[config.mk]
export PLATFORM = sky130hd
export DESIGN_NAME = cap_scan_ctrl
export DESIGN_NICKNAME = d
export VERILOG_FILES = /design/src/hdl/cap_pkg.sv /design/src/hdl/acc_if.sv /design/src/hdl/sample_accum.sv /design/src/hdl/cap_scan_ctrl.sv
export VERILOG_INCLUDE_DIRS = /design/src /design/src/hdl
export SDC_FILE = /design/constraint.sdc
export NUM_CORES = 1
export LEC_CHECK = 0
export ABC_AREA = 1
export BUFFER_PORTS_ARGS = -buffer_cell sky130_fd_sc_hd__buf_2
export CORE_MARGIN = 4
export CORE_UTILIZATION = 61
export DETAILED_ROUTE_END_ITERATION = 10
export GPL_TIMING_DRIVEN = 0
export HOLD_SLACK_MARGIN = 0.03
export PLACE_DENSITY = 0.86
export SETUP_SLACK_MARGIN = 0.5
export SYNTH_ARGS = -nofsm -noshare
export SYNTH_HDL_FRONTEND = slang
export SYNTH_SLANG_ARGS = --single-unit
[constraint.sdc]
create_clock -name clk -period 8.1 [get_ports clk]
set_clock_uncertainty 0.15 [all_clocks]
set_input_delay 0.81 -clock clk [delete_from_list [all_inputs] [get_ports clk]]
set_output_delay 0.81 -clock clk [all_outputs]
set_load 0.01 [all_outputs]
[src/hdl/cap_defines.svh]
// Purpose: Register offsets, field positions, reset values and codes
// Assumes: Byte addresses on a 32-bit classic Wishbone slave
// Notes: Included by the sensing controller files
`ifndef CAP_DEFINES_SVH
`define CAP_DEFINES_SVH
// ==========================================
// Register byte offsets
`define OFF_CTRL 6'h00
`define OFF_CFG 6'h04
`define OFF_MODE 6'h08
`define OFF_THRESH 6'h0C
`define OFF_SS 6'h10
`define OFF_SE 6'h14
`define OFF_MUX 6'h18
`define OFF_MASK 6'h1C
`define OFF_DATA 6'h20
// ==========================================
// Field positions
`define CTRL_EN 0
`define CTRL_BUSY 1
`define CTRL_HIT 2
`define CTRL_CIE 3
`define CFG_ACU 0
`define CFG_TRIG 4
`define CFG_SMEN 7
`define CFG_WOI 8
`define CFG_MCEN 9
`define MODE_GAIN 0
`define MODE_LEN 4
// ==========================================
// Reset values and codes
`define GAIN_RST 3'h7
`define LEN_RST 2'h1
`define TRIG_SW 3'h0
`define TRIG_CONT 3'h5
`define TRIG_SCAN 3'h7
`endif

[src/hdl/cap_pkg.sv]
// Purpose: Types shared by the sensing controller modules
// Assumes: Nothing beyond the defines header
// Notes: Channel codes are five bits wide
package cap_pkg;
  typedef logic [4:0] chan_t;
  typedef enum logic [1:0] {ST_IDLE, ST_KICK, ST_WAIT, ST_RESULT} scan_state_e;
  typedef struct packed {
    scan_state_e st;
    logic en;
    logic busy;
    logic hit;
    logic cie;
    logic [2:0] acu;
    logic [2:0] trig;
    logic smen;
    logic woi;
    logic mcen;
    logic [2:0] gain;
    logic [1:0] len;
    logic [15:0] thresh;
    chan_t ss;
    chan_t se;
    chan_t mux;
    chan_t origin;
    logic [31:0] mask;
    logic [15:0] data;
    logic go;
    logic ack;
    logic [31:0] rdata;
    logic afe_start;
    logic [31:0] ground;
    logic [31:0] short_mask;
    logic conv_done;
    logic hit_evt;
    logic wake;
  } ctrl_s;
  typedef struct packed {
    logic [6:0] count;
    logic [21:0] sum;
    logic [15:0] result;
    logic hit;
    logic valid;
  } acc_s;
endpackage

[src/hdl/acc_if.sv]
// Purpose: Link between the scan controller and the accumulator
// Assumes: Both ends on the same clock
// Notes: last is valid while a sample is offered
`timescale 1ns/10ps
interface acc_if;
  logic sample_valid;
  logic [15:0] sample;
  logic clear;
  logic [2:0] count_sel;
  logic [1:0] len_sel;
  logic [15:0] thresh;
  logic last;
  logic result_valid;
  logic [15:0] result;
  logic hit;
  modport ctrl(output sample_valid, sample, clear, count_sel, len_sel, thresh,
    input last, result_valid, result, hit);
  modport acc(input sample_valid, sample, clear, count_sel, len_sel, thresh,
    output last, result_valid, result, hit);
endinterface

[src/hdl/sample_accum.sv]
// Purpose: Sum, average, truncate and compare conversion samples
// Assumes: Samples arrive as one-cycle strobes
// Notes: Result and hit come one cycle after the last sample
`timescale 1ns/10ps
`include "cap_defines.svh"
module sample_accum
  import cap_pkg::*;
(
  // System
  input wire logic clk,
  input wire logic resetn,
  // Controller side
  acc_if.acc a
);
  acc_s q, d;

  // ==========================================
  // Helpers
  function automatic logic [2:0] shift_of(input logic [2:0] sel);
    unique case (sel)
      3'h0: shift_of = 3'h0;
      3'h1: shift_of = 3'h2;
      3'h2: shift_of = 3'h3;
      3'h3: shift_of = 3'h4;
      3'h4: shift_of = 3'h5;
      default: shift_of = 3'h6;
    endcase
  endfunction

  function automatic logic [15:0] len_mask(input logic [1:0] len);
    unique case (len)
      2'h0: len_mask = 16'hFFF0;
      2'h1: len_mask = 16'hFFF8;
      2'h2: len_mask = 16'hFFFC;
      default: len_mask = 16'hFFFF;
    endcase
  endfunction

  logic [21:0] sum_next;
  logic [6:0] target;
  assign sum_next = q.sum + {6'h00, a.sample};
  assign target = 7'h01 << shift_of(a.count_sel);
  assign a.last = (q.count + 7'h01) == target;

  // ==========================================
  // Accumulate and divide
  always_comb begin
    d = q;
    d.valid = 1'b0;
    if (a.clear) begin
      d.count = '0;
      d.sum = '0;
    end else if (a.sample_valid) begin
      if (a.last) begin
        d.result = 16'((sum_next >> shift_of(a.count_sel))) & len_mask(a.len_sel);
        d.hit = d.result > a.thresh;
        d.valid = 1'b1;
        d.count = '0;
        d.sum = '0;
      end else begin
        d.count = q.count + 7'h01;
        d.sum = sum_next;
      end
    end
  end

  always_ff @(posedge clk) begin
    if (!resetn) begin
      q <= '0;
    end else begin
      q <= d;
    end
  end

  assign a.result_valid = q.valid;
  assign a.result = q.result;
  assign a.hit = q.hit;
endmodule

[src/hdl/cap_scan_ctrl.sv]
// Purpose: Capacitive sense control, triggers and channel auto-scan
// Assumes: Front end and timer strobes run on clk; registers on classic Wishbone
// Notes: Analog measurement itself lives outside this block
//
// Local design decisions: the Wishbone slave port and the register addresses.
`timescale 1ns/10ps
`include "cap_defines.svh"
module cap_scan_ctrl
  import cap_pkg::*;
#(
  parameter int NUM_CH = 27
) (
  // System
  input wire logic clk,
  input wire logic resetn,
  // Wishbone slave
  input wire logic wb_cyc,
  input wire logic wb_stb,
  input wire logic wb_we,
  input wire logic [5:0] wb_adr,
  input wire logic [3:0] wb_sel,
  input wire logic [31:0] wb_dat_w,
  output logic [31:0] wb_dat_r,
  output logic wb_ack,
  // Trigger sources and debug
  input wire logic [3:0] timer_ovf,
  input wire logic debug_halt,
  // Analog front end
  input wire logic afe_done,
  input wire logic [15:0] afe_result,
  output logic afe_enable,
  output logic afe_start,
  output logic [4:0] afe_channel,
  output logic [2:0] afe_gain,
  output logic [1:0] afe_length,
  output logic [31:0] afe_short_mask,
  output logic [31:0] afe_ground_mask,
  // Events
  output logic conv_done,
  output logic cmp_hit,
  output logic wake
);
  if (NUM_CH < 1 || NUM_CH > 32) begin : g_bad_ch
    $error("NUM_CH must lie in 1..32");
  end

  // Channels at or above NUM_CH have no pin, so their mask bits stay 0
  localparam logic [31:0] CH_MASK = 32'((64'h1 << NUM_CH) - 64'h1);

  ctrl_s q, d;
  acc_if acc();

  sample_accum u_acc (
    .clk(clk),
    .resetn(resetn),
    .a(acc.acc)
  );

  // ==========================================
  // Decoders
  function automatic logic trig_fires(input logic [2:0] trig, input logic [3:0] ovf);
    unique case (trig)
      3'h1: trig_fires = ovf[0];
      3'h2: trig_fires = ovf[2];
      3'h3: trig_fires = ovf[1];
      3'h4: trig_fires = ovf[3];
      default: trig_fires = 1'b0;
    endcase
  endfunction

  function automatic logic range_mode(input ctrl_s s);
    range_mode = s.trig == `TRIG_SCAN && !s.smen;
  endfunction

  function automatic logic mask_mode(input ctrl_s s);
    mask_mode = s.smen && (s.trig == `TRIG_SCAN || s.trig == `TRIG_CONT);
  endfunction

  // Next masked channel after cur, wrapping; cur itself if no other is set
  function automatic chan_t next_masked(input chan_t cur, input logic [31:0] mask);
    chan_t idx;
    logic found;
    next_masked = cur;
    found = 1'b0;
    for (int i = 1; i <= 32; i++) begin
      idx = chan_t'(32'(cur) + i);
      if (!found && 32'(idx) < NUM_CH && mask[idx]) begin
        next_masked = idx;
        found = 1'b1;
      end
    end
  endfunction

  function automatic logic [31:0] ground_of(input ctrl_s s);
    ground_of = '0;
    for (int i = 0; i < NUM_CH; i++) begin
      if (range_mode(s) && 32'(s.ss) <= i && i <= 32'(s.se) && 32'(s.mux) != i) begin
        ground_of[i] = 1'b1;
      end
    end
  endfunction

  function automatic logic [31:0] merge(input logic [31:0] old, input logic [31:0] nw,
                                        input logic [3:0] sel);
    for (int b = 0; b < 4; b++) begin
      merge[b*8 +: 8] = sel[b] ? nw[b*8 +: 8] : old[b*8 +: 8];
    end
  endfunction

  function automatic logic [31:0] read_reg(input ctrl_s s, input logic [5:0] adr);
    read_reg = '0;
    unique case (adr)
      `OFF_CTRL: read_reg = {28'h0, s.cie, s.hit, s.busy, s.en};
      `OFF_CFG: read_reg = {22'h0, s.mcen, s.woi, s.smen, s.trig, 1'b0, s.acu};
      `OFF_MODE: read_reg = {26'h0, s.len, 1'b0, s.gain};
      `OFF_THRESH: read_reg = {16'h0, s.thresh};
      `OFF_SS: read_reg = {27'h0, s.ss};
      `OFF_SE: read_reg = {27'h0, s.se};
      `OFF_MUX: read_reg = {27'h0, s.mux};
      `OFF_MASK: read_reg = s.mask;
      `OFF_DATA: read_reg = {16'h0, s.data};
      default: read_reg = '0;
    endcase
  endfunction

  // ==========================================
  // Accumulator hookup
  assign acc.sample_valid = q.st == ST_WAIT && afe_done;
  assign acc.sample = afe_result;
  assign acc.clear = !q.en || q.st == ST_IDLE;
  assign acc.count_sel = q.acu;
  assign acc.len_sel = q.len;
  assign acc.thresh = q.thresh;

  logic req;
  logic wr;
  logic [31:0] wv;
  assign req = wb_cyc && wb_stb;
  assign wr = req && wb_we && q.ack;
  assign wv = merge(read_reg(q, wb_adr), wb_dat_w, wb_sel);

  // ==========================================
  // Next state
  always_comb begin
    d = q;
    d.afe_start = 1'b0;
    d.conv_done = 1'b0;
    d.hit_evt = 1'b0;
    d.wake = 1'b0;
    d.ack = req && !q.ack;
    d.rdata = req && !q.ack ? read_reg(q, wb_adr) : '0;
    unique case (q.st)
      ST_IDLE: begin
        // Continuous and scan modes only begin from a busy write
        if (q.go || trig_fires(q.trig, timer_ovf)) begin
          d.go = 1'b0;
          d.busy = 1'b1;
          d.origin = q.mux;
          d.st = ST_KICK;
        end
      end
      ST_KICK: begin
        d.afe_start = 1'b1;
        d.ground = ground_of(q);
        d.st = ST_WAIT;
      end
      ST_WAIT: begin
        if (afe_done) begin
          d.st = acc.last ? ST_RESULT : ST_KICK;
        end
      end
      ST_RESULT: begin
        if (acc.result_valid) begin
          d.data = acc.result;
          d.hit = acc.hit;
          d.conv_done = q.cie;
          d.hit_evt = acc.hit;
          d.wake = acc.hit || q.thresh == 16'h0000;
          d.st = ST_IDLE;
          d.busy = 1'b0;
          d.ground = '0;
          if ((range_mode(q) || mask_mode(q)) && acc.hit) begin
            // Stop with mux on the touched channel
            d.st = ST_IDLE;
          end else if (range_mode(q)) begin
            if (q.mux == q.se) begin
              d.mux = q.ss;
              if (!debug_halt) begin
                d.st = ST_KICK;
                d.busy = 1'b1;
              end
            end else begin
              d.mux = q.mux + 5'h01;
              d.st = ST_KICK;
              d.busy = 1'b1;
            end
          end else if (mask_mode(q)) begin
            if (next_masked(q.mux, q.mask) == q.origin) begin
              d.wake = d.wake || q.woi;
            end else begin
              d.mux = next_masked(q.mux, q.mask);
              d.st = ST_KICK;
              d.busy = 1'b1;
            end
          end else if (q.trig == `TRIG_CONT) begin
            d.st = ST_KICK;
            d.busy = 1'b1;
          end
        end
      end
    endcase
    if (!q.en) begin
      d.st = ST_IDLE;
      d.busy = 1'b0;
      // A kick caught by the enable drop must not reach the front end
      d.afe_start = 1'b0;
      d.ground = '0;
    end
    // Bus writes last so a busy write beats a same-cycle stop
    if (wr) begin
      unique case (wb_adr)
        `OFF_CTRL: begin
          d.en = wv[`CTRL_EN];
          d.cie = wv[`CTRL_CIE];
          if (wv[`CTRL_BUSY]) begin
            d.go = 1'b1;
          end
        end
        `OFF_CFG: begin
          d.acu = wv[`CFG_ACU +: 3];
          d.trig = wv[`CFG_TRIG +: 3];
          d.smen = wv[`CFG_SMEN];
          d.woi = wv[`CFG_WOI];
          d.mcen = wv[`CFG_MCEN];
        end
        `OFF_MODE: begin
          d.gain = wv[`MODE_GAIN +: 3];
          d.len = wv[`MODE_LEN +: 2];
        end
        `OFF_THRESH: d.thresh = wv[15:0];
        `OFF_SS: begin
          d.ss = wv[4:0];
          if (range_mode(q) || mask_mode(q)) begin
            d.mux = wv[4:0];
          end
        end
        `OFF_SE: d.se = wv[4:0];
        `OFF_MUX: d.mux = wv[4:0];
        `OFF_MASK: d.mask = wv & CH_MASK;
        default: d.go = d.go;
      endcase
    end
    // Registered so the pins see the new mask together with the mode bit
    d.short_mask = d.mcen ? d.mask : '0;
  end

  // ==========================================
  // State register
  always_ff @(posedge clk) begin
    if (!resetn) begin
      q <= '0;
      q.gain <= `GAIN_RST;
      q.len <= `LEN_RST;
    end else begin
      q <= d;
    end
  end

  // ==========================================
  // Outputs, all straight from flops
  assign wb_ack = q.ack;
  assign wb_dat_r = q.rdata;
  assign afe_enable = q.en;
  assign afe_start = q.afe_start;
  assign afe_channel = q.mux;
  assign afe_gain = q.gain;
  assign afe_length = q.len;
  // Mask reaches the pins only while multi-channel mode is on
  assign afe_short_mask = q.short_mask;
  assign afe_ground_mask = q.ground;
  assign conv_done = q.conv_done;
  assign cmp_hit = q.hit_evt;
  assign wake = q.wake;
endmodule

After elaboration in Yosys (flattened, before gate mapping)
Cells that the tools add are included.
{"block": "totals", "register_bits": 253, "in_bits": 69, "elab_cells": 1186}
{"block": "op_classes", "n_addsub": 35, "n_lt_le_gt_ge": 118, "n_eq_ne": 55, "shift": 2, "mux": 629, "n_bitwise": 4, "reduce_logical": 310}
{"operator": "$mux W1", "n": 485}
{"operator": "$mux W5", "n": 79}
{"operator": "$pmux W32 S9", "n": 1}
{"operator": "$logic_and A1 B1 Y1", "n": 213}
{"operator": "$lt A5 B6 Y1 const B", "n": 32}
{"operator": "$bmux W1 S5", "n": 32}
{"operator": "$lt A5 B5 Y1 const B", "n": 32}
{"operator": "$mux W32", "n": 3}
{"operator": "$add A5 B5 Y5 const B", "n": 16}
{"operator": "$logic_not A1 Y1", "n": 65}
{"operator": "$mux W16", "n": 4}
{"operator": "$pmux W32 S2", "n": 1}
{"operator": "$le A5 B5 Y1 const A", "n": 11}
{"operator": "$le A5 B5 Y1 const B", "n": 11}
{"operator": "$ne A5 B5 Y1 const B", "n": 11}
{"operator": "$add A5 B4 Y5 const B", "n": 8}
{"operator": "$le A4 B5 Y1 const A", "n": 8}
{"operator": "$le A5 B4 Y1 const B", "n": 8}
{"operator": "$ne A5 B4 Y1 const B", "n": 8}
{"operator": "$mux W37", "n": 1}
{"operator": "$mux W29", "n": 1}
{"operator": "$eq A6 B5 Y1 const B", "n": 4}
{"operator": "$mux W8", "n": 3}
{"operator": "$reduce_and A2 Y1", "n": 12}
{"operator": "49 further kinds", "n": 104}

Depth between registers and ports, before layout
{"block": "depth", "depth_word": 610, "mapped_depth": 63, "depth_no_buf": 61}

Cells and area by module
Synthesis repeated with hierarchy kept, for this count alone.
{"block": "unflattened", "cells_unflattened": 3006, "area_unflattened_um2": 18442.7}
{"module": "cap_scan_ctrl", "instances": 1, "cells_per_inst": 2235, "area_per_inst_um2": 13910.8, "seq_area_each_um2": 4023.9}
{"module": "sample_accum", "instances": 1, "cells_per_inst": 771, "area_per_inst_um2": 4531.8, "seq_area_each_um2": 940.9}

Worst setup path before layout
No wires, ideal clock.
{"block": "synth_timing", "path_kind": "register to register", "startpoint": "register q (netlist bit afe_channel[2])", "endpoint": "register q (netlist bit afe_channel[2])", "arrival_ns": 5.745, "path_slack_ns": 2.073, "path_stages_with_launch": 52, "synth_period_minus_slack_ns": 6.027, "path_cell_list": "dfxtp_1 -> buf_4 -> inv_4 -> clkbuf_1 -> ha_1 -> inv_1 -> clkbuf_1 -> nor2_1 -> a31oi_1 -> o21ai_0 -> nand2_1 -> nand2_1 -> nor2_8 -> nand4_4 -> nor2_4 -> nand3_2 -> nor2_4 -> nand2_2 -> (+16 left out) -> o21ai_2 -> inv_2 -> nand2_1 -> nand2_1 -> nand2_1 -> nand2_1 -> nor2_2 -> nand4_2 -> nand2_2 -> inv_1 -> nand2_1 -> nand3_1 -> nand3_1 -> nand3_1 -> nand2_1 -> nand2_1 -> nand2_1 -> a21oi_1"}
{"block": "synth_between", "elab_chain_len": 324, "elab_cells_between_ends": 800, "classes_between": "add/sub (33); order compare (32); eq/ne (2); mux (546); reduce/logical (187)"}
{"element": "from (decl)", "line_no": "cap_scan_ctrl.sv:50", "source": "ctrl_s q, d;"}
{"element": "$add A5 B1 Y5", "line_no": "cap_scan_ctrl.sv:86, cap_scan_ctrl.sv:193"}
{"element": "$bmux W1 S5", "line_no": "cap_scan_ctrl.sv:87", "source": "if (!found && 32'(idx) < NUM_CH && mask[idx]) begin"}
{"element": "$mux W1 (not written as such)", "line_no": "cap_scan_ctrl.sv:87"}
{"element": "$logic_and A1 B1 Y1", "line_no": "cap_scan_ctrl.sv:87"}
{"element": "$mux W1", "line_no": "cap_scan_ctrl.sv:87"}
{"element": "$mux W1", "line_no": "cap_scan_ctrl.sv:198", "source": "if (next_masked(q.mux, q.mask) == q.origin) begin"}
{"element": "$mux W1", "line_no": "cap_scan_ctrl.sv:197", "source": "end else if (mask_mode(q)) begin"}
{"element": "$mux W1", "line_no": "cap_scan_ctrl.sv:185", "source": "end else if (range_mode(q)) begin"}
{"element": "(+308 left out)"}
{"element": "$mux W5", "line_no": "cap_scan_ctrl.sv:197"}
{"element": "$mux W5", "line_no": "cap_scan_ctrl.sv:185"}
{"element": "$mux W5", "line_no": "cap_scan_ctrl.sv:182", "source": "if ((range_mode(q) || mask_mode(q)) && acc.hit) begin"}
{"element": "$mux W5", "line_no": "cap_scan_ctrl.sv:173", "source": "if (acc.result_valid) begin"}
{"element": "$mux W5", "line_no": "cap_scan_ctrl.sv:152", "source": "unique case (q.st)"}
{"element": "$mux W5", "line_no": "cap_scan_ctrl.sv:243", "source": "if (range_mode(q) || mask_mode(q)) begin"}
{"element": "$pmux W5 S2", "line_no": "cap_scan_ctrl.sv:221", "source": "unique case (wb_adr)"}
{"element": "$mux W37 (*)", "line_no": "cap_scan_ctrl.sv:220", "source": "if (wr) begin"}
Every way passes the cells marked *; elsewhere a longest branch is shown, timed or not. The select of a mux whose other input is x is not followed.
A chain may end at the register's enable or synchronous reset.

Worst setup path after layout
{"block": "layout_timing", "startpoint": "register q (netlist bit afe_channel[2])", "endpoint": "register q (netlist bit afe_channel[1])"}
{"block": "layout_between", "elab_chain_len": 324, "elab_cells_between_ends": 797, "classes_between": "add/sub (32); order compare (32); eq/ne (2); mux (544); reduce/logical (187)"}
{"element": "$add A5 B1 Y5", "line_no": "cap_scan_ctrl.sv:86", "source": "idx = chan_t'(32'(cur) + i);"}
{"element": "$bmux W1 S5", "line_no": "cap_scan_ctrl.sv:87"}
{"element": "$mux W1 (not written as such)", "line_no": "cap_scan_ctrl.sv:87"}
{"element": "$logic_and A1 B1 Y1", "line_no": "cap_scan_ctrl.sv:87"}
{"element": "$mux W1", "line_no": "cap_scan_ctrl.sv:87"}
{"element": "$mux W1", "line_no": "cap_scan_ctrl.sv:198"}
{"element": "$mux W1", "line_no": "cap_scan_ctrl.sv:197"}
{"element": "$mux W1", "line_no": "cap_scan_ctrl.sv:185"}
{"element": "(+308 left out)"}
{"element": "$mux W5", "line_no": "cap_scan_ctrl.sv:197"}
{"element": "$mux W5 (*)", "line_no": "cap_scan_ctrl.sv:185"}
{"element": "$mux W5 (*)", "line_no": "cap_scan_ctrl.sv:182"}
{"element": "$mux W5 (*)", "line_no": "cap_scan_ctrl.sv:173"}
{"element": "$mux W5 (*)", "line_no": "cap_scan_ctrl.sv:152"}
{"element": "$mux W5", "line_no": "cap_scan_ctrl.sv:243"}
{"element": "$pmux W5 S2", "line_no": "cap_scan_ctrl.sv:221"}
{"element": "$mux W37 (*)", "line_no": "cap_scan_ctrl.sv:220"}
Marks and branches as above.

==> results.sh <==
export IMPL_status="finished, final reports clean"
export IMPL_initial_core_util_pct=62.4
export IMPL_place_hpwl_mm=52.2
export IMPL_cts_root_buffer="clkbuf_16"
export IMPL_hold_buffers=0
export IMPL_syn_area_um2=17500
export IMPL_final_cell_mix="nand2_1 (649), inv_1 (322), nand3_1 (286)"
export IMPL_cp_arrival_ns=7.55
export IMPL_finalHoldViolations=0
export IMPL_slew_headroom_pct=12.4
export IMPL_cts_buffer_depth=3
export IMPL_die_h_um=177
export IMPL_syn_instance_count=2769
export IMPL_ys_seq_elements=248
export IMPL_ant_nets=0
export IMPL_final_common_cell="nand2_1"
export IMPL_coreArea_um2=28100
export IMPL_dominantRegCellSynth="dfxtp_1"
export IMPL_max_freq_mhz=137
export IMPL_ios=181
export IMPL_clkSinkCount=248
export IMPL_insertion_delay_ns=0.56
export IMPL_place_gp_congestion=1.07
export IMPL_max_stage_delay_ns=0.39
export IMPL_avgSynthCellArea_um2=6.33
export IMPL_htreeDepth=1
export IMPL_synth_edff_count=0
export IMPL_drive_gt1_share_pct=15.0
export IMPL_crit_family="simple AND/OR/NAND/NOR gates"
export IMPL_ys_seq_area_share_pct=28.3
export IMPL_route_detailed_drc=0
export IMPL_layout_min_cycle_time_ns=7.31
export IMPL_utilization_pct=71.3
export IMPL_max_cap_violations=0
export IMPL_powerDensity_nw_per_um2=129
export IMPL_setup_ws_ns=0.786
export IMPL_dieArea_um2=31500
export IMPL_critPathBufInv=10
export IMPL_fin_tns_setup_ns=0
export IMPL_grt_max_degree=16
export IMPL_avgViaCountPerCell=6.14
export IMPL_setup_viol=0
export IMPL_critPathLaunchType="register"
export IMPL_synthDistinctLibCells=65
export IMPL_n_antenna_cell=0
export IMPL_clkSlewWorstSetupHoldPaths_ns=0.07
export IMPL_grt_use_total_pct=42.1
export IMPL_portBuffers=170
export IMPL_layout_nets=3106
export IMPL_first_pass_iters=6
export IMPL_grt_pass1_wl_mm=105
export IMPL_slew_viol_final=0
export IMPL_min_period_over_period_pct=90.3
export IMPL_holdWs_ns=0.311
export IMPL_ir_worst_vdd_mv=0.193
export IMPL_path_class="reg2reg"
export IMPL_cts_buffers=26
export IMPL_min_path_type="reg2reg"
export IMPL_dp_slack_ns=0.0195
export IMPL_antenna_found_initial=1
export IMPL_cp_end_kind="register"
export IMPL_async_reset_ff_share_pct=0
export IMPL_vias=20742
export IMPL_rows=61
export IMPL_fill_cells=2384
export IMPL_grt_setup_unrepaired="no"
export IMPL_slowest_stage="dfxtp_4"
export IMPL_cp_max_fo=15
export IMPL_wl_mm=68.5
export IMPL_p_leak_nw=9.48
export IMPL_reg2reg_slack_ns=0.79
export IMPL_grt_overflow=0
export IMPL_area_growth_pct=14.3
export IMPL_cts_tree="yes"
export IMPL_crit_required_ns=8.33
export IMPL_tightestPinTransition_ns=1.30
export IMPL_die_w_um=177
export IMPL_first_global_vias=19788
export IMPL_initialDrtViolationCount=2733
export IMPL_yosys_warnings=0
export IMPL_avgRoutedWirePerCell_um=20.3
==> power by group <==
group | internal (W) | switching, W | leakage (nW)
Clock | 0.000721 | 0.000529 | 0.429
Sequential | 0.00122 | 0.000000301 | 2.00
Combinational | 0.0000360 | 0.0000825 | 7.05
Total | 0.00198 | 0.000612 | 9.48
==> logic make-up (layout without fill, tap and decap cells) <==
kind of cell             Yosys count  in the layout  share of synthesized area (%)
multiplexers                       4              4                          0.228
AO/OA/AOI/OAI                    572            572                           18.5
flip-flops                       248            248                           28.3
adder cells (fa/ha/maj)           54             54                           3.90
AND/OR/NAND/NOR                 1290           1290                           32.1
other                              1              5                         0.0214
XOR/XNOR                          39             39                           2.20
buffers and inverters            561            790                           14.7
==> synth_stat cells, types with 9 or more instances <==
master | n | share of area, %
nand3_1 | 287 | 8.2
nand4_1 | 22 | 0.79
nand2_1 | 650 | 14
clkbuf_1 | 78 | 1.7
ha_1 | 53 | 3.8
xnor2_1 | 9 | 0.45
buf_4 | 111 | 4.8
nor2_1 | 220 | 4.7
nor4_1 | 13 | 0.46
clkinv_1 | 10 | 0.21
dfxtp_1 | 248 | 28
o211ai_1 | 19 | 0.81
inv_2 | 13 | 0.28
a21oi_1 | 167 | 4.8
nor3_1 | 48 | 1.4
a31oi_1 | 25 | 0.89
nand2_2 | 12 | 0.43
o22ai_1 | 13 | 0.46
or2_2 | 9 | 0.32
inv_1 | 323 | 6.9
o21ai_0 | 260 | 7.4
xor2_1 | 25 | 1.2
buf_2 | 14 | 0.40
o2111ai_1 | 13 | 0.65
==> final cells by class <==
type,instances,area (µm²),share of cell area (%)
multi-input combinational,1964,10100,50.5
sequential,248,4970,24.8
inverter,349,1320,6.60
buffer,212,1300,6.49
timing repair buffer,182,941,4.70
clock buffer,35,754,3.77
tap,378,473,2.36
clock inverter,12,148,0.737
==> path summary, 6_finish.rpt <==
| path | from | end | cells past startpoint |
|---|---|---|---|
| min reg2reg | afe_ground_mask[9] | afe_ground_mask[9] | 2 |
| max reg2reg | afe_channel[2] | afe_channel[1] | 50 |
| max | afe_channel[2] | afe_channel[1] | 50 |
| min | afe_ground_mask[9] | afe_ground_mask[9] | 2 |
==> sequential cells by signal, indices dropped and copies added (netlist names), 2 cells and up <==
| name | count |
|---|---|
| acc.thresh | 16 |
| afe_channel | 5 |
| u_acc.q | 29 |
| afe_length | 2 |
| afe_ground_mask | 27 |
| q | 75 |
| afe_gain | 3 |
| afe_short_mask | 32 |
| acc.count_sel | 3 |
| wb_dat_r | 32 |
| u_acc.a.result | 16 |
==> tightest hold or removal path, stage by stage (launching register included) <==
cell and delay (ns):
dfxtp_1 0.31, nand2_1 0.06, nand2_1 0.05
==> stage by stage <==
step,power [W],area (µm²),std cells
2_1_floorplan,0.00131,17500,2773
6_report,0.00259,20000,3380
3_5_place_dp,0.00136,18900,3321
4_1_cts,0.00257,19800,3368
3_3_place_gp,0.00135,18900,3321
5_1_grt,0.00264,20000,3380
==> metal layers <==
layer	global-route usage [%]	vias up	wire [µm]
met3	7.01	378	7880
met1	50.4	9358	24200
met4	27.0	0	5490
met5	0	-	0
li1	-	9482	-
met2	70.1	1524	30900
==> repair_timing <==
action / 4_1_cts / 5_1_grt
buffers inserted: 0 / 12
resized for setup: 13 / 46
endpoints found under the hold margin: 0 / 0
pin swaps: 0 / 6
setup endpoints to repair: 8 / 8
(Power assumes the default switching activity.)
